`src/gctc_pkg.sv`:
```
// Shared constants and types for the gated count temperature converter.
package gctc_pkg;
  // Command bytes.
  localparam logic [7:0] CMD_START     = 8'hee;
  localparam logic [7:0] CMD_RD_TEMP   = 8'haa;
  localparam logic [7:0] CMD_RD_CNT    = 8'ha0;
  localparam logic [7:0] CMD_LOAD_CNT  = 8'h41;
  localparam logic [7:0] CMD_START_BM  = 8'hd2;
  localparam logic [7:0] CMD_TEMP_PFX  = 8'hb2;
  localparam logic [7:0] CMD_TEMP_BM   = 8'h61;
  localparam logic [7:0] CMD_CNT_PFX   = 8'h84;
  // Temperature span in whole degrees, two's complement.
  localparam logic [7:0] DEG_MIN       = 8'hc9;
  localparam logic [7:0] DEG_MAX       = 8'h7d;
  localparam logic [7:0] DEG_ONE       = 8'h01;
  // Counter preload for the lowest degree and slope accumulator law.
  localparam logic [8:0] CNT_BASE      = 9'h0c8;
  localparam logic [8:0] SLOPE_BASE    = 9'h040;
  localparam logic [8:0] SLOPE_STEP    = 9'h001;
  localparam logic [8:0] CNT_ONE       = 9'h001;
  localparam logic [8:0] HALF_ONE      = 9'h001;
  localparam logic [8:0] HALF_TWO      = 9'h002;
  // Command set variants.
  typedef enum logic [1:0] {
    GCTC_V9  = 2'h0,
    GCTC_V8  = 2'h1,
    GCTC_VBM = 2'h2
  } gctc_var_t;
  // Host operations.
  typedef enum logic [1:0] {
    GCTC_OP_START = 2'h0,
    GCTC_OP_TEMP  = 2'h1,
    GCTC_OP_CNT   = 2'h2,
    GCTC_OP_LOAD  = 2'h3
  } gctc_op_t;
endpackage

```
`src/gctc_if.sv`:
```
// Byte command channel between host controller and converter.
`timescale 1ns/1ps
interface gctc_if;
  logic       cmd_valid;
  logic [7:0] cmd_byte;
  logic       rsp_valid;
  logic [8:0] rsp_data;
  logic       conv_done;
  modport dev (input cmd_valid, input cmd_byte, output rsp_valid, output rsp_data,
               output conv_done);
  modport hst (output cmd_valid, output cmd_byte, input rsp_valid, input rsp_data,
               input conv_done);
endinterface

```
`src/gctc_dev.sv`:
```
// Converter end: gated down-counter, slope accumulator and command decoder.
`timescale 1ns/1ps
module gctc_dev
  import gctc_pkg::*;
(
  input  wire logic       clk,       // System clock.
  input  wire logic       sys_rst,   // Synchronous reset, active high.
  input  wire logic       ce,        // Clock enable, freezes all state when low.
  input  wire logic       ref_tick,  // One-cycle tick of the stable oscillator.
  input  wire logic       gate,      // Gate level from the temperature oscillator.
  input  wire gctc_var_t  variant,   // Command set in use.
  output logic            busy,      // Conversion in progress.
  gctc_if.dev             bus        // Command channel.
);
  typedef enum logic [1:0] {
    GCTC_IDLE  = 2'b00,
    GCTC_ARM   = 2'b01,
    GCTC_COUNT = 2'b11,
    GCTC_CALC  = 2'b10
  } gctc_st_t;

  gctc_st_t   st_r;
  logic [8:0] cnt_r;
  logic [8:0] slope_r;
  logic [7:0] deg_r;
  logic [8:0] temp_r;
  logic [7:0] temp8_r;
  logic       done_r;
  logic       busy_r;
  logic       pfx_r;
  logic [7:0] pfx_byte_r;
  logic       rsp_valid_r;
  logic [8:0] rsp_data_r;

  // Command decode; a prefix byte is remembered so the pair acts as one command.
  wire        is_bm     = (variant == GCTC_VBM);
  wire        cmd       = bus.cmd_valid;
  wire [7:0]  cb        = bus.cmd_byte;
  wire        cnt_pair  = pfx_r && (pfx_byte_r == CMD_CNT_PFX);
  wire        temp_pair = pfx_r && (pfx_byte_r == CMD_TEMP_PFX);
  wire        take_pfx  = cmd && is_bm && !pfx_r &&
                          ((cb == CMD_CNT_PFX) || (cb == CMD_TEMP_PFX));
  wire        do_start  = cmd && (is_bm ? (cb == CMD_START_BM && !pfx_r) : cb == CMD_START);
  wire        do_rtemp  = cmd && (is_bm ? (temp_pair && cb == CMD_TEMP_BM) : cb == CMD_RD_TEMP);
  wire        do_rcnt   = cmd && (is_bm ? (cnt_pair && cb == CMD_RD_CNT) : cb == CMD_RD_CNT);
  wire        do_load   = cmd && (is_bm ? (cnt_pair && cb == CMD_LOAD_CNT) : cb == CMD_LOAD_CNT);

  // Fraction of the last degree is (slope - residual) / slope.
  wire        cnt_over  = cnt_r > slope_r;
  wire [10:0] diff4     = cnt_over ? 11'h000 : {(slope_r - cnt_r), 2'b00};
  wire [10:0] slope1    = {2'b00, slope_r};
  wire [10:0] slope3    = {1'b0, slope_r, 1'b0} + {2'b00, slope_r};
  wire [10:0] slope2    = {1'b0, slope_r, 1'b0};
  wire        frac_half = diff4 >= slope1;
  wire        frac_up   = diff4 >= slope3;
  wire        frac_up8  = diff4 >= slope2;
  wire [8:0]  deg_half  = {deg_r, 1'b0};
  wire [8:0]  max_half  = {DEG_MAX, 1'b0};
  wire [8:0]  rnd_half  = frac_up ? deg_half + HALF_TWO :
                          frac_half ? deg_half + HALF_ONE : deg_half;
  wire        at_max    = (deg_r == DEG_MAX);
  wire [8:0]  temp_nxt  = at_max ? max_half : rnd_half;
  wire [7:0]  temp8_nxt = (frac_up8 && !at_max) ? deg_r + DEG_ONE : deg_r;
  wire        gate_on   = (st_r == GCTC_COUNT) && gate && ref_tick;
  wire        zero_hit  = gate_on && (cnt_r == 9'h000);

  // Response selection.
  // Nine-bit half-degree temperature for V9, sign-extended byte for V8 and VBM
  wire [8:0]  temp_sel  = (variant == GCTC_V9) ? temp_r :
                          (variant == GCTC_V8) ? {temp8_r[7], temp8_r} :
                          {temp_r[7], temp_r[7:0]};
  wire [8:0]  rsp_sel   = do_rcnt ? cnt_r : temp_sel;

  always_ff @(posedge clk) begin
    if (sys_rst) begin
      st_r <= GCTC_IDLE;
      done_r <= 1'b0;
      busy_r <= 1'b0;
    end else if (ce) begin
      case (st_r)
        GCTC_IDLE: begin
          if (do_start) begin
            st_r <= GCTC_ARM;
            done_r <= 1'b0;
            busy_r <= 1'b1;
          end
        end
        GCTC_ARM: begin
          if (gate) begin
            st_r <= GCTC_COUNT;
          end
        end
        GCTC_COUNT: begin
          if (!gate) begin
            st_r <= GCTC_CALC;
          end
        end
        GCTC_CALC: begin
          st_r <= GCTC_IDLE;
          done_r <= 1'b1;
          busy_r <= 1'b0;
        end
        default: begin
          st_r <= GCTC_IDLE;
        end
      endcase
    end
  end

  // A load during a conversion is ignored so the running count is not corrupted.
  always_ff @(posedge clk) begin
    if (sys_rst) begin
      cnt_r <= CNT_BASE;
      slope_r <= SLOPE_BASE;
      deg_r <= DEG_MIN;
    end else if (ce) begin
      if (st_r == GCTC_IDLE && do_start) begin
        cnt_r <= CNT_BASE;
        slope_r <= SLOPE_BASE;
        deg_r <= DEG_MIN;
      end else if (zero_hit) begin
        cnt_r <= slope_r;
        slope_r <= slope_r + SLOPE_STEP;
        if (!at_max) begin
          deg_r <= deg_r + DEG_ONE;
        end
      end else if (gate_on) begin
        cnt_r <= cnt_r - CNT_ONE;
      end else if (do_load && !busy_r) begin
        cnt_r <= slope_r;
      end
    end
  end

  always_ff @(posedge clk) begin
    if (sys_rst) begin
      temp_r <= {DEG_MIN, 1'b0};
      temp8_r <= DEG_MIN;
    end else if (ce && st_r == GCTC_CALC) begin
      temp_r <= temp_nxt;
      temp8_r <= temp8_nxt;
    end
  end

  always_ff @(posedge clk) begin
    if (sys_rst) begin
      pfx_r <= 1'b0;
      pfx_byte_r <= 8'h00;
      rsp_valid_r <= 1'b0;
      rsp_data_r <= 9'h000;
    end else if (ce) begin
      pfx_r <= take_pfx;
      if (take_pfx) begin
        pfx_byte_r <= cb;
      end
      rsp_valid_r <= do_rtemp || do_rcnt;
      if (do_rtemp || do_rcnt) begin
        rsp_data_r <= rsp_sel;
      end
    end
  end

  assign bus.rsp_valid = rsp_valid_r;
  assign bus.rsp_data  = rsp_data_r;
  assign bus.conv_done = done_r;
  assign busy          = busy_r;
endmodule

```
`src/flat_wrapper.sv`:
```
// flat-port wrapper written by rule: the top's interface ports become plain ports
module gctc_dev_flat import gctc_pkg::*;
  (clk, sys_rst, ce, ref_tick, gate, variant, busy, bus_cmd_valid, bus_cmd_byte, bus_rsp_valid, bus_rsp_data, bus_conv_done);
  gctc_if bus_i ();
  input  wire logic clk;
  input  wire logic sys_rst;
  input  wire logic ce;
  input  wire logic ref_tick;
  input  wire logic gate;
  input  wire gctc_var_t variant;
  output logic busy;
  input wire logic [$bits(bus_i.cmd_valid)-1:0] bus_cmd_valid;
  input wire logic [$bits(bus_i.cmd_byte)-1:0] bus_cmd_byte;
  output wire logic [$bits(bus_i.rsp_valid)-1:0] bus_rsp_valid;
  output wire logic [$bits(bus_i.rsp_data)-1:0] bus_rsp_data;
  output wire logic [$bits(bus_i.conv_done)-1:0] bus_conv_done;
  assign bus_i.cmd_valid = bus_cmd_valid;
  assign bus_i.cmd_byte = bus_cmd_byte;
  assign bus_rsp_valid = bus_i.rsp_valid;
  assign bus_rsp_data = bus_i.rsp_data;
  assign bus_conv_done = bus_i.conv_done;
  gctc_dev u_core (.clk(clk), .sys_rst(sys_rst), .ce(ce), .ref_tick(ref_tick), .gate(gate), .variant(variant), .busy(busy), .bus(bus_i));
endmodule
```
`config.mk`:
```
export PLATFORM = sky130hd
export DESIGN_NAME = gctc_dev_flat
export DESIGN_NICKNAME = d
export VERILOG_FILES = /design/src/gctc_pkg.sv /design/src/gctc_if.sv /design/src/gctc_dev.sv /design/src/flat_wrapper.sv
export SDC_FILE = /design/constraint.sdc
export NUM_CORES = 1
export LEC_CHECK = 0
export BUFFER_PORTS_ARGS = -buffer_cell sky130_fd_sc_hd__buf_2
export CAP_MARGIN = 20
export CORE_MARGIN = 1
export CORE_UTILIZATION = 25
export DETAILED_ROUTE_END_ITERATION = 7
export SYNTH_ARGS = -nofsm -noshare
export SYNTH_HDL_FRONTEND = slang
export SYNTH_SLANG_ARGS = --single-unit
```
`constraint.sdc`:
```
create_clock -name clk -period 5.6 [get_ports clk]
set_clock_uncertainty 0.2 [all_clocks]
set_input_delay 1.12 -clock clk [delete_from_list [all_inputs] [get_ports clk]]
set_output_delay 1.12 -clock clk [all_outputs]
set_load 0.01 [all_outputs]
```
* After elaboration in Yosys (flattened, before gate mapping) *
Index checks and enable logic that the tools add are counted.

word-level totals
  register bits after elaboration = 66
  input port bits = 16
  output and inout bits = 12

cells by class
  add/sub/neg operators = 7
  $lt $le $gt $ge = 4
  eq/ne operators = 20
  mux-type cells = 29
  reduce and logical (&&, ||, !) cells = 38

operator list
  operator             count
  $mux 9               12
  $eq 8x8->1 const B   8
  $mux 8               4
  $eq 8x7->1 const B   3
  $logic_and 1x1->1    20
  $add 9x1->9 const B  2
  $add 10x9->11        1
  $ge 11x10->1         1
  $ge 11x11->1         1
  $ge 11x9->1          1
  $mux 11              1
  $add 9x2->9 const B  1
  $gt 9x9->1           1
  $logic_not 9->1      1
  $sub 9x1->9 const B  1
  $sub 9x9->9          1
  $add 8x1->8 const B  1
  $pmux 2 s4           1
  $reduce_and 2->1     4
  $eq 2x2->1 const B   3
  $mux 1               6
  $mux 2               3
  $ne 2x2->1 const B   3
  $reduce_and 3->1     2
  other kinds (9)      16

* Depth between registers and ports, before layout *
Gate-level depths: netlist of the first run.

  depth after elaboration = 10
  gate-level depth with buffers = 17

* Worst setup path after synthesis of the first run *
OpenSTA, ideal clock, no wires.

  path type = reg-to-reg
  from = register u_core.cnt_r[2]
  to = register u_core.temp_r[0]
  setup time = 95 ps
  arrival = 3563 ps
  path slack = 1742 ps
  stages on the path, launching flop included = 16
  buffers on the path = 1
  cells stage by stage = dfxtp_1 inv_1 ha_1 o21a_1 o31a_1 o31ai_1 and2_1 clkbuf_1 nor3_1 ha_1 a211o_1 a211oi_1 o21a_1 nor2_1 or3_1 a221oi_1

on the way
  longest elaborated chain between the ends = 6
  elaborated cells on any way between the ends = 8
  classes of those cells = 1 x add/sub; 3 x order compare; 4 x mux

ends and longest elaborated chain
  element                                           RTL line                        text
  start, declared                                   gctc_dev.sv:23                  logic [8:0] cnt_r;
  start signal, assigned                            gctc_dev.sv:122                 cnt_r <= slope_r;
  start signal, assigned                            gctc_dev.sv:128                 cnt_r <= cnt_r - CNT_ONE;
  start signal, assigned                            gctc_dev.sv:130                 cnt_r <= slope_r;
  $sub 9x9->9 / $gt 9x9->1 (equally long branches)  gctc_dev.sv:50, gctc_dev.sv:49
  $mux 11 *                                         gctc_dev.sv:50                  wire [10:0] diff4 = cnt_over ? 11'h000 : {(slope_r - cnt_r), 2'b00};
  $ge 11x9->1                                       gctc_dev.sv:54                  wire frac_half = diff4 >= slope1;
  $mux 9                                            gctc_dev.sv:60                  frac_half ? deg_half + HALF_ONE : deg_half;
  $mux 9 *                                          gctc_dev.sv:59                  wire [8:0] rnd_half = frac_up ? deg_half + HALF_TWO :
  $mux 9 *                                          gctc_dev.sv:62                  wire [8:0] temp_nxt = at_max ? max_half : rnd_half;
  end signal, assigned                              gctc_dev.sv:137                 temp_r <= {DEG_MIN, 1'b0};
  end signal, assigned                              gctc_dev.sv:140                 temp_r <= temp_nxt;
  end, declared                                     gctc_dev.sv:26                  logic [8:0] temp_r;

Every way passes the cells marked *; elsewhere a longest branch is shown, timed or not.
A chain may end at the register's enable or synchronous reset.

* Worst setup path after layout of the first run *
Ends and elaborated chain as after synthesis.

==> results.txt, run 1 <==
The most used flip-flop cell after synthesis is sky130_fd_sc_hd__dfxtp_1. The average wire per standard cell came out at 14.69 microns. At the end of routability-driven placement, the weighted congestion stood at 0.8238. The internal reg-to-reg setup slack is 1.28 ns.

The path with the worst hold slack has its endpoint at u_core.pfx_byte_r[7]. The post-synthesis cell type with the largest combined area is sky130_fd_sc_hd__dfxtp_1. The relative area change from synthesis to final layout is 13.02%.

The initial antenna violation count is 0. Sorting the synthesized cells by area gives the leading types as sky130_fd_sc_hd__dfxtp_1 28%, sky130_fd_sc_hd__ha_1 12%, sky130_fd_sc_hd__mux2i_1 4.8%, sky130_fd_sc_hd__a21oi_1 4.7%, sky130_fd_sc_hd__xnor2_1 4.4%. The multi-input combinational cells in the finished layout cover a total of 0.003258 sq mm. The slowest cell on the critical path is sky130_fd_sc_hd__dfxtp_1. The synthesized design contains 0 enable-type register cells.

The core area is 0.01877 sq mm. The worst flop-to-flop path startpoint is u_core.cnt_r[2]. The worst setup path is of the reg -> reg kind. The die covers 0.01977 sq mm. The layout has 1,982 filler cells. The number of nets handed over by synthesis was 655. In this run the worst hold path is classified as reg -> reg. The sum of overflow across all layers after global routing came out at 0.

In this run the critical register-to-register path is captured at u_core.temp_r[0]. The final route contains 4,242 vias. Walking the worst path, the cells encountered are inv_1 -> ha_1 -> o21a_1 -> o31a_1 -> o31ai_1 -> and2_1 -> nor3_1 -> ha_1 -> a211o_1 -> a211oi_1 -> o21a_1 -> nor2_1 -> or3_1 -> a221oi_1. TritonCTS built the clock tree. The worst-case vdd ir drop is 0.1643 mV. The clock tree root driver cell is sky130_fd_sc_hd__clkbuf_16. The post-synthesis cell count is 591. The number of distinct library cells after synthesis is 70. The quantity of hold-fixing buffers added after cts came out at 0. The register bit total from synthesis came out at 66.

The maximum level of the CTS H-tree came out at 3. The CTS buffer count came out at 9. The achievable frequency came out at 0.2315 GHz. The post-CTS setup repair buffer count is 0. The cell count after placement came out at 827. The area taken by flip-flops and latches is 0.001321 sq mm. The number of global-route vias before repair is 3,925. The pre-antenna-repair detailed-routing pass consisted of 4 iterations.

The instance count along the most critical hold path came out at 1. The average vias per placed instance is 5.032. The number of remaining DRC errors is 0. The final-report hold violation count came out at 0. STA classifies the critical path endpoint as a flip-flop. The worst reg-to-reg path cell count is 14.

Across the run, the number of max-cap violations was 0. The tree built by TritonCTS fans out to 66 sinks. The share of cells above drive strength 1 came out at 9.360%. The max-slew violation count came to 0. In this run the worst path has a maximum fanout of 9.

The run finished with clean final reports. The setup TNS came out at 0 ns. The cell area after synthesis is 0.004803 sq mm. In this run, post-CTS repair resized a total of 0 instances. The number of warnings reported in the yosys synthesis log is 0. In the global route stage, overall resource usage came out at 13.15%.

The number of nets with antenna violations after detailed routing came out at 0. The count of pins on the block boundary is 28. At the worst endpoint, the required time is 5.64 ns. The worst-margin pin slew is 0.9218 ns.

The post-synthesis average cell area is 8.128 sq um. The clock period could shrink to 4.320 ns. The die span in y came out at 140.6 microns. Once layout is complete, the cells apart from fillers number 843. The share of synthesized area in the top cell type comes to 27.51%.

Entering global routing, the biggest net connects 50 pins. Setup repair after global routing left no endpoint under its margin. The delay of the slowest cell on the worst path is 0.45 ns. The count of buffers from port buffering came out at 27. In this run the power density over the cells is 194.9 mW/mm^2.

The maximum count of clock buffers along a single path is 2. STA classifies the critical path startpoint as a flip-flop. Counting flops with an async set or reset pin after synthesis yields a share of 0%. At the later pin of the worst-skew pair, clock insertion delay measures 0.34 ns. In this run the most critical hold path is launched from u_core.pfx_byte_r[7]. The remaining max-slew budget at the tightest pin came out at 38.55%.

The smallest setup slack after layout came out at 1.280 ns. The starting utilization of the core area is 25.59%. The static leakage is 2.136 nW. Data arrives at the worst endpoint at 4.36 ns. The clock slew seen by the registers of the worst setup and hold paths is 0.05 ns. Setup violations remaining at the end of the flow were counted as 0. The portion of the post-synthesis area used by sequential elements came out at 27.51%. Of the available clock period, the critical path in the final layout requires 77.14%. The number of design-rule violations left by the first detailed-router iteration is 237. The final antenna diode count came out at 0. The standard-cell row count came out at 50. The die outline width came out at 140.6 microns.

At the placement stage, the worst setup path has a slack of 1.364 ns. The number of nets in the finished design came out at 670. For this block, the routed nets add up to 12.39 mm of wire. The first-pass GRT wire length came out at 20.44 mm. The total half-perimeter wirelength after legalization and detailed placement came out at 9.327 mm.
-- per-stage QoR --
step	hold WS (ns)	instance area (sq um)	power [mW]	util [%]
after global placement	0.2413	5135	0.5285	27.36
after global routing	0.2653	5429	1.098	28.93
after floorplan	0.2317	4803	0.5100	-
final	0.2539	5429	1.058	28.93
after CTS	0.2602	5414	1.070	28.85
after detailed placement	0.2476	5135	0.5284	27.36
-- flip-flops by register name (all words and copies together), names as in the netlist --
name and count:
u_core.bus.rsp_data 9, u_core.cnt_r 9, u_core.slope_r 9, u_core.temp_r 9
u_core.deg_r 8, u_core.pfx_byte_r 8, u_core.temp8_r 8, u_core.st_r 2
u_core.bus.conv_done 1, u_core.bus.rsp_valid 1, u_core.busy 1, u_core.pfx_r 1
-- per-layer routing --
metal | global-route usage [%] | wire (microns)
met5 | 0 | 0
met2 | 20.14 | 5376
met1 | 18.14 | 6195
met3 | 2.819 | 613
met4 | 4.577 | 201
-- worst max-delay path: cells and delay by family (launching register included) --
kind	cells	cell delay [ns]
AO/OA/AOI/OAI	7	1.83
AND/OR/NAND/NOR	4	0.97
flip-flops	1	0.45
adder cells (fa/ha/maj)	2	0.68
buffers and inverters	1	0.11
-- logic make-up after synthesis --
kind of cell | share of synthesized area, %
multiplexers | 5.027
XOR/XNOR | 6.199
flip-flops | 27.51
AO/OA/AOI/OAI | 20.45
adder cells (fa/ha/maj) | 12.82
buffers and inverters | 4.663
AND/OR/NAND/NOR | 23.34
-- worst max path at each step --
stage	cells after the start	from	slack (ns)	end
after floorplan	15	u_core.cnt_r[2]	1.74	u_core.temp_r[0]
after global placement	14	u_core.cnt_r[2]	1.47	u_core.temp_r[0]
after detailed placement	14	u_core.cnt_r[2]	1.36	u_core.temp_r[0]
after CTS	14	u_core.cnt_r[2]	1.34	u_core.temp_r[0]
after global routing	14	u_core.cnt_r[2]	0.97	u_core.temp_r[0]
final	14	u_core.cnt_r[2]	1.28	u_core.temp_r[0]
-- layout by cell type, fill, tap and decap left out, types with 23 or more instances in the layout --
master                    netlist  routed
sky130_fd_sc_hd__dfxtp_1       66      66
sky130_fd_sc_hd__nor2_1        54      54
sky130_fd_sc_hd__nand2_1       46      46
sky130_fd_sc_hd__ha_1          46      46
sky130_fd_sc_hd__a21oi_1       45      45
sky130_fd_sc_hd__o21ai_0       35      35
sky130_fd_sc_hd__inv_1         32      32
sky130_fd_sc_hd__buf_2          2      27
sky130_fd_sc_hd__xnor2_1       24      24
sky130_fd_sc_hd__mux2i_1       23      23
-- cell usage after synthesis, types with 5 or more instances --
| library cell | number |
|---|---|
| sky130_fd_sc_hd__a211oi_1 | 9 |
| sky130_fd_sc_hd__dfxtp_1 | 66 |
| sky130_fd_sc_hd__nand2b_1 | 10 |
| sky130_fd_sc_hd__o21ai_0 | 35 |
| sky130_fd_sc_hd__ha_1 | 46 |
| sky130_fd_sc_hd__or3_1 | 5 |
| sky130_fd_sc_hd__o21a_1 | 8 |
| sky130_fd_sc_hd__nand4_1 | 8 |
| sky130_fd_sc_hd__xnor2_1 | 24 |
| sky130_fd_sc_hd__xor2_1 | 10 |
| sky130_fd_sc_hd__mux2i_1 | 23 |
| sky130_fd_sc_hd__clkbuf_1 | 22 |
| sky130_fd_sc_hd__and3_1 | 8 |
| sky130_fd_sc_hd__and2_1 | 6 |
| sky130_fd_sc_hd__nor2b_1 | 10 |
| sky130_fd_sc_hd__nor2_1 | 54 |
| sky130_fd_sc_hd__nand2_1 | 46 |
| sky130_fd_sc_hd__a21oi_1 | 45 |
| sky130_fd_sc_hd__nand3_1 | 17 |
| sky130_fd_sc_hd__inv_1 | 32 |
| sky130_fd_sc_hd__a211o_1 | 5 |
| sky130_fd_sc_hd__and4_1 | 6 |
| sky130_fd_sc_hd__nor3_1 | 17 |
-- report_power, final --
part / switching [mW] / leakage, nW / internal [mW]
clock network: 0.210 / 0.137 / 0.330
logic: 0.0295 / 1.47 / 0.0143
registers: 0.00241 / 0.533 / 0.472
total: 0.242 / 2.14 / 0.816
-- layout make-up --
type | count | share of cell area [%]
tap | 234 | 5.393
inverter | 32 | 2.212
multi-input combinational | 467 | 60.01
sequential | 66 | 24.34
timing repair buffer | 30 | 2.904
clock inverter | 2 | 0.2305
clock buffer | 12 | 4.909
Note: power is estimated with default switching activity, not from simulation.
==> run 2: changes to the inputs <==
==> constraint.sdc (replaced) <==
create_clock -name clk -period 4.1 [get_ports clk]
set_clock_uncertainty 0.2 [all_clocks]
set_input_delay 0.82 -clock clk [delete_from_list [all_inputs] [get_ports clk]]
set_output_delay 0.82 -clock clk [all_outputs]
set_load 0.01 [all_outputs]
==> run 2 against run 1 <==
Net effect:
- sequential power increased by 36%
- global-route usage rose by 0.29 points
- via count up 2.0%
- utilization is 0.93 points higher
- routed wire length rose by 3.9%
- sequential cell count is the same
- largest cell class unchanged
- highest routed layer unchanged
==> results.txt, run 2 (synthesis results as in run 1) <==
The flow ran to the end, and the final reports show no timing, DRC or antenna violations. Of the cells placed in the final design, the portion with a size suffix greater than 1 is 13.14%. The smallest setup slack after layout is 0.1562 ns. The remaining max-slew budget at the tightest pin is 57.30%. Clock tree synthesis inserted a total of 9 buffers. For met3 alone, demand over resource in global routing was 2.072%. met2 is the most crowded layer. TritonCTS built the clock tree. The max-slew violation count came out at 0. In the routed layout, each cell is associated on average with a via count of 5.042. Global routing finished with a remaining overflow of 0.

For the finished layout, the period the worst path requires is 3.944 ns. Summing internal, switching and leakage power gives 1.551 mW. The final routed wirelength across all metal layers came out at 12.87 mm. At the end of the flow, the number of nets in the layout was 684. The tightest min-delay check is of the reg -> reg type.

The pin count of the biggest net entering global routing is 49. The die outline area is 0.01977 sq mm. After floorplanning, the core was divided into 50 placement rows. The delay of the slowest cell on the worst path is 0.43 ns.

The post-route cell area came out at 0.005603 sq mm. The kind of start point of the critical path is a flip-flop. The die span in y came out at 140.6 microns. For this design the ratio of total power to cell area is 276.8 mW/mm^2. The total half-perimeter wirelength after legalization and detailed placement came out at 9.521 mm.

Once the floorplan was initialized, standard cells occupied 25.59% of the core. The global routing met1 resource utilization is 18.69%. The highest fanout seen on the critical path is 10. Dividing the detail-routed wire length by the instance count gives 15.00 microns. The number of global-route vias before repair came to 4,043. The worst-margin pin slew came out at 0.6367 ns. The fraction of the cycle the final worst path needs came out at 96.19%. For this run, global-route usage on met2 was measured as 20.92%. Walking the worst path, the cells encountered are inv_1 -> ha_1 -> inv_1 -> fa_1 -> a211oi_2 -> o21bai_1 -> a21oi_1 -> xor2_1 -> nor2_2 -> ha_1 -> o21ai_0 -> nand2b_1 -> a21oi_1 -> a31o_2 -> a21oi_4 -> nor4_1 -> a311o_1.

The post-CTS setup repair buffer count is 0. The most common cell after layout, fill and taps aside is sky130_fd_sc_hd__dfxtp_1. The worst setup path is captured at a flip-flop. Setup violations remaining at the end of the flow were counted as 0.

The later pin in the worst-skew pair is clocked with a latency of 0.34 ns. Across the VDD grid, the largest voltage drop is 0.2025 mV. For the worst setup path, the data arrival time is 3.96 ns.

The length of the first detailed-routing pass in iterations is 4. The number of nets with antenna violations after detailed routing came out at 0. The number of vias after detailed routing came out at 4,326. The cell count after placement is 843. The final antenna diode count came out at 0. The maximum level of the CTS H-tree came out at 3.

The first-pass GRT wire length is 21.10 mm. Pin placement for this block handled 28 I/O pins. The worst-case hold slack came out at 0.2534 ns.

The number of design-rule violations left by the first detailed-router iteration is 311. The count of buffers from port buffering is 27. The initial antenna violation count is 0.

The number of remaining DRC errors is 0. In this run the static leakage power is 2.227 nW. The aggregate global-route resource usage came out at 13.44%. The non-filler instance count after layout is 858. The cell sitting at the root of the clock tree is a sky130_fd_sc_hd__clkbuf_16. The buffers plus inverters on the worst setup path came out at 2.

The final RePlAce weighted congestion came out at 0.8242. The setup TNS is 0 ns. Across the run, the number of max-cap violations was 0. After floorplanning, the core was sized to cover 0.01877 sq mm. For this design, the sink count on the clock tree is 66. Grouping stages by cell kind, the critical path spends the most delay in compound AO/OA/AOI/OAI gates. The clock slew seen by the registers of the worst setup and hold paths is 0.06 ns.

Measured on the finished design, the core utilization comes to 29.85%. The final-report hold violation count came out at 0. The placement-stage cell area is 0.005255 sq mm. The maximum count of clock buffers along a single path is 2. The quantity of hold-fixing buffers added after cts is 0. The relative area change from synthesis to final layout came out at 16.64%. Static timing analysis puts the maximum clock frequency at 0.2536 GHz.

The type of the setup path with the least slack is reg -> reg. In the layout the commonest cells are 63 x sky130_fd_sc_hd__dfxtp_1, 53 x sky130_fd_sc_hd__nor2_1, 46 x sky130_fd_sc_hd__nand2_1. The slowest stage of the critical path belongs to the cell sky130_fd_sc_hd__fa_1. The die outline width came out at 140.6 microns. The worst-case setup slack after placement came out at 0.1263 ns. STA puts the critical path data required time at 4.12 ns.
-- run 2: changes by cell type in the layout (fill, tap and decap cells not counted), sizes merged --
cell / change
bufinv: +2
buf: +15
clkbuf: -3
clkinv: +2
clkinvlp: -1
-- run 2: what timing repair did --
action / in CTS / in global routing
endpoints found under the hold margin: 0 / 0
endpoints found under the setup margin: 0 / 9
gates resized for setup: 0 / 11
-- run 2: worst register-to-register path, stage by stage (launching register included) --
cell,delay [ns]
sky130_fd_sc_hd__dfxtp_2,0.37
sky130_fd_sc_hd__inv_1,0.11
sky130_fd_sc_hd__ha_1,0.17
sky130_fd_sc_hd__inv_1,0.06
sky130_fd_sc_hd__fa_1,0.43
sky130_fd_sc_hd__a211oi_2,0.34
sky130_fd_sc_hd__o21bai_1,0.12
sky130_fd_sc_hd__a21oi_1,0.19
sky130_fd_sc_hd__xor2_1,0.22
sky130_fd_sc_hd__nor2_2,0.09
sky130_fd_sc_hd__ha_1,0.31
sky130_fd_sc_hd__o21ai_0,0.08
sky130_fd_sc_hd__nand2b_1,0.07
sky130_fd_sc_hd__a21oi_1,0.06
sky130_fd_sc_hd__a31o_2,0.26
sky130_fd_sc_hd__a21oi_4,0.31
sky130_fd_sc_hd__nor4_1,0.10
sky130_fd_sc_hd__a311o_1,0.34
-- run 2: final timing paths --
kind                   startpoint                    to  slack, ns  cells after the start
max             u_core.slope_r[0]     u_core.temp8_r[1]       0.16                     17
min          u_core.pfx_byte_r[7]  u_core.pfx_byte_r[7]       0.25                      1
max reg2reg     u_core.slope_r[0]     u_core.temp8_r[1]       0.16                     17
min reg2reg  u_core.pfx_byte_r[7]  u_core.pfx_byte_r[7]       0.25                      1
-- run 2: cell type report --
class | instances | area (sq um)
clock buffer | 10 | 239.0
timing repair buffer | 44 | 262.8
multi-input combinational | 467 | 3284
tap | 234 | 292.8
clock inverter | 5 | 78.83
inverter | 32 | 120.1
sequential | 66 | 1325
fill | 1981 | 13170
-- run 2: metal layers --
metal  up-vias  wire, microns
li1       2192              -
met1      2012           6389
met2       106           5649
met3        16            628
met4         0            206
met5         -              0
-- run 2: where the power goes --
group	switching, mW	leakage, nW	internal (mW)
clock	0.296	0.158	0.544
sequential	0.00305	0.534	0.645
combinational	0.0417	1.53	0.0211
total	0.341	2.23	1.21
==> run 3: changes to the inputs <==
--- a/config.mk
+++ b/config.mk
@@ -7,7 +7,7 @@
 export LEC_CHECK = 0
 export BUFFER_PORTS_ARGS = -buffer_cell sky130_fd_sc_hd__buf_2
 export CAP_MARGIN = 20
-export CORE_MARGIN = 1
+export CORE_MARGIN = 2
 export CORE_UTILIZATION = 25
 export DETAILED_ROUTE_END_ITERATION = 7
 export SYNTH_ARGS = -nofsm -noshare
==> run 3 against run 2 <==
Net effect:
- count of clock-buffer cells in the layout is the same
- global-route usage shrank 0.73 points
- sequential share of layout area shrank 0.076 points
- largest power group unchanged
==> results.txt, run 3 (synthesis results as in run 1) <==
Detailed routing inserted a total of 4,377 vias. The number of nets in the finished design came out at 686. The count of buffers added on input and output ports is 27. The hold path startpoint is u_core.pfx_byte_r[7]. After clock tree synthesis, the setup repair step added 0 buffers. The first-pass GRT wire length is 20.49 mm. The power density over the cells came out at 267.1 mW/mm^2. The final-report setup violation count came out at 0. The worst min-delay path class is reg -> reg. The worst-case vdd ir drop is 0.2004 mV. The total chip power came out at 1.499 mW. In the layout the commonest cells are 65 x sky130_fd_sc_hd__dfxtp_1, 53 x sky130_fd_sc_hd__nor2_1, 46 x sky130_fd_sc_hd__nand2_1. The cell sitting at the root of the clock tree is a sky130_fd_sc_hd__clkbuf_16. The starting utilization of the core area is 25.59%. The initial antenna violation count was 0.

The signal arrival time at the worst endpoint is 3.90 ns. The maximum level of the CTS H-tree is 3. The die outline width is 142.6 microns.

In this run the static leakage power is 2.225 nW. The total half-perimeter wirelength after legalization and detailed placement is 9.670 mm. The quantity of hold-fixing buffers added after cts is 0.

The max-cap check violation count is 0. The signal on the critical path passes through inv_1 -> ha_1 -> inv_1 -> fa_1 -> a211oi_2 -> o21bai_1 -> a21oi_1 -> xor2_1 -> nor2_2 -> ha_1 -> a2111oi_2 -> o21a_1 -> buf_4 -> nor4_2 -> xor2_1 -> a221o_1. The tightest hold path in the finished design has a slack of 0.2617 ns. The buffers plus inverters on the worst setup path came out at 3. The clock insertion delay at the later pin of the skew report is 0.34 ns. The slowest stage of the critical path is the sky130_fd_sc_hd__fa_1 cell. The number of global-route vias before repair came out at 3,952. The final RePlAce weighted congestion is 0.8293. The number of nets with antenna violations after detailed routing came out at 0. The max-slew violation count came out at 0. In the finished design, the share of the clock period the worst path needs comes to 94.53%. TritonCTS built the clock tree. The count of pins on the block boundary is 28. The number of design-rule violations left by the first detailed-router iteration came out at 274.

The clock net sink count came out at 66. Tracing the worst setup path back leads to its startpoint at u_core.slope_r[0]. The delay of the slowest cell on the worst path came out at 0.42 ns.

Dividing the detail-routed wire length by the instance count gives 14.90 microns. The worst setup path is captured at a flip-flop. The final antenna diode count came out at 0. The critical path is of the reg -> reg type. Entering global routing, the biggest net connects 49 pins. For the finished layout, the period the worst path requires is 3.876 ns. The worst pin sits at a relative slew slack of 53.30%. The maximum count of clock buffers along a single path came out at 2. The placement-stage cell area came out at 0.005270 sq mm.

The run finished with clean final reports. The final routed wirelength across all metal layers came out at 12.83 mm. The length of the first detailed-routing pass in iterations is 8. The library cell used most frequently in the layout, excluding fill and tap cells, is sky130_fd_sc_hd__dfxtp_1.

The setup TNS is 0 ns. At the worst endpoint, the required time is 4.12 ns. The floorplan step defined a die boundary enclosing 0.02034 sq mm. The CTS buffer count is 9.

The standard-cell row count came out at 50. The number of remaining DRC errors came out at 0. After routing the design area is 0.005610 sq mm. The critical path's top delay family is compound AO/OA/AOI/OAI gates. Clock-pin slew was measured on the worst setup and hold paths at 0.06 ns. STA classifies the critical path startpoint as a flip-flop. The die span in y came out at 142.6 microns. The area growth from synthesis to layout is 16.80%. The achievable frequency is 0.2580 GHz. The worst-margin pin slew is 0.6965 ns.

The core region is 0.01877 sq mm. Cells with a size suffix above 1 make up 13.40% of the layout. The worst flop-to-flop path startpoint is u_core.slope_r[0]. The final-report hold violation count came to 0. The sum of overflow across all layers after global routing is 0.

The average vias per placed instance came out at 5.084. The aggregate global-route resource usage is 12.72%. The highest fanout seen on the critical path came out at 8. Fill cells in the final layout number 1,994.
## run 3: changes by cell type in the layout (fill, tap and decap cells not counted), moves of 2 or more
| cell | before | now |
|---|---|---|
| sky130_fd_sc_hd__clkinvlp_4 | 0 | 2 |
| sky130_fd_sc_hd__dfxtp_2 | 3 | 1 |
| sky130_fd_sc_hd__dfxtp_1 | 63 | 65 |
| sky130_fd_sc_hd__buf_4 | 17 | 19 |
## run 3: timing repair
item	in CTS	in global routing
setup endpoints to repair	0	9
resized for setup	0	11
endpoints found under the hold margin	0	0
## run 3: area by class of cell
cell class	instances	area, sq um	share of cell area, %
clock buffer	10	239.0	4.260
clock inverter	6	63.81	1.137
inverter	32	120.1	2.141
multi-input combinational	467	3294	58.72
sequential	66	1323	23.57
tap	234	292.8	5.219
timing repair buffer	46	277.8	4.951
## run 3: power by group
part | internal, mW | switching (mW)
registers | 0.645 | 0.00310
logic | 0.0211 | 0.0417
clock network | 0.487 | 0.301
## run 3: per-stage QoR
step	util, %	std cells	setup slack, ns
6_report	29.89	861	0.2245
5_1_grt	29.89	861	-0.01181
4_1_cts	29.69	861	0.1138
3_5_place_dp	28.08	845	0.1641
3_3_place_gp	28.08	845	0.2183
2_1_floorplan	-	591	0.2417
## run 3: path summary, 6_finish.rpt
check             depth (start not counted)                   end  slack (ns)
hold reg to reg                           1  u_core.pfx_byte_r[7]        0.26
setup reg to reg                         16      u_core.temp_r[8]        0.22
hold / removal                            1  u_core.pfx_byte_r[7]        0.26
setup / recovery                         16      u_core.temp_r[8]        0.22
## run 3: layer usage
metal,GRT usage [%],wire length [microns],vias to the layer above
li1,-,-,2208
met1,17.91,6353,2035
met2,19.79,5669,126
met3,2.280,684,8
met4,3.752,124,0
met5,0,0,-
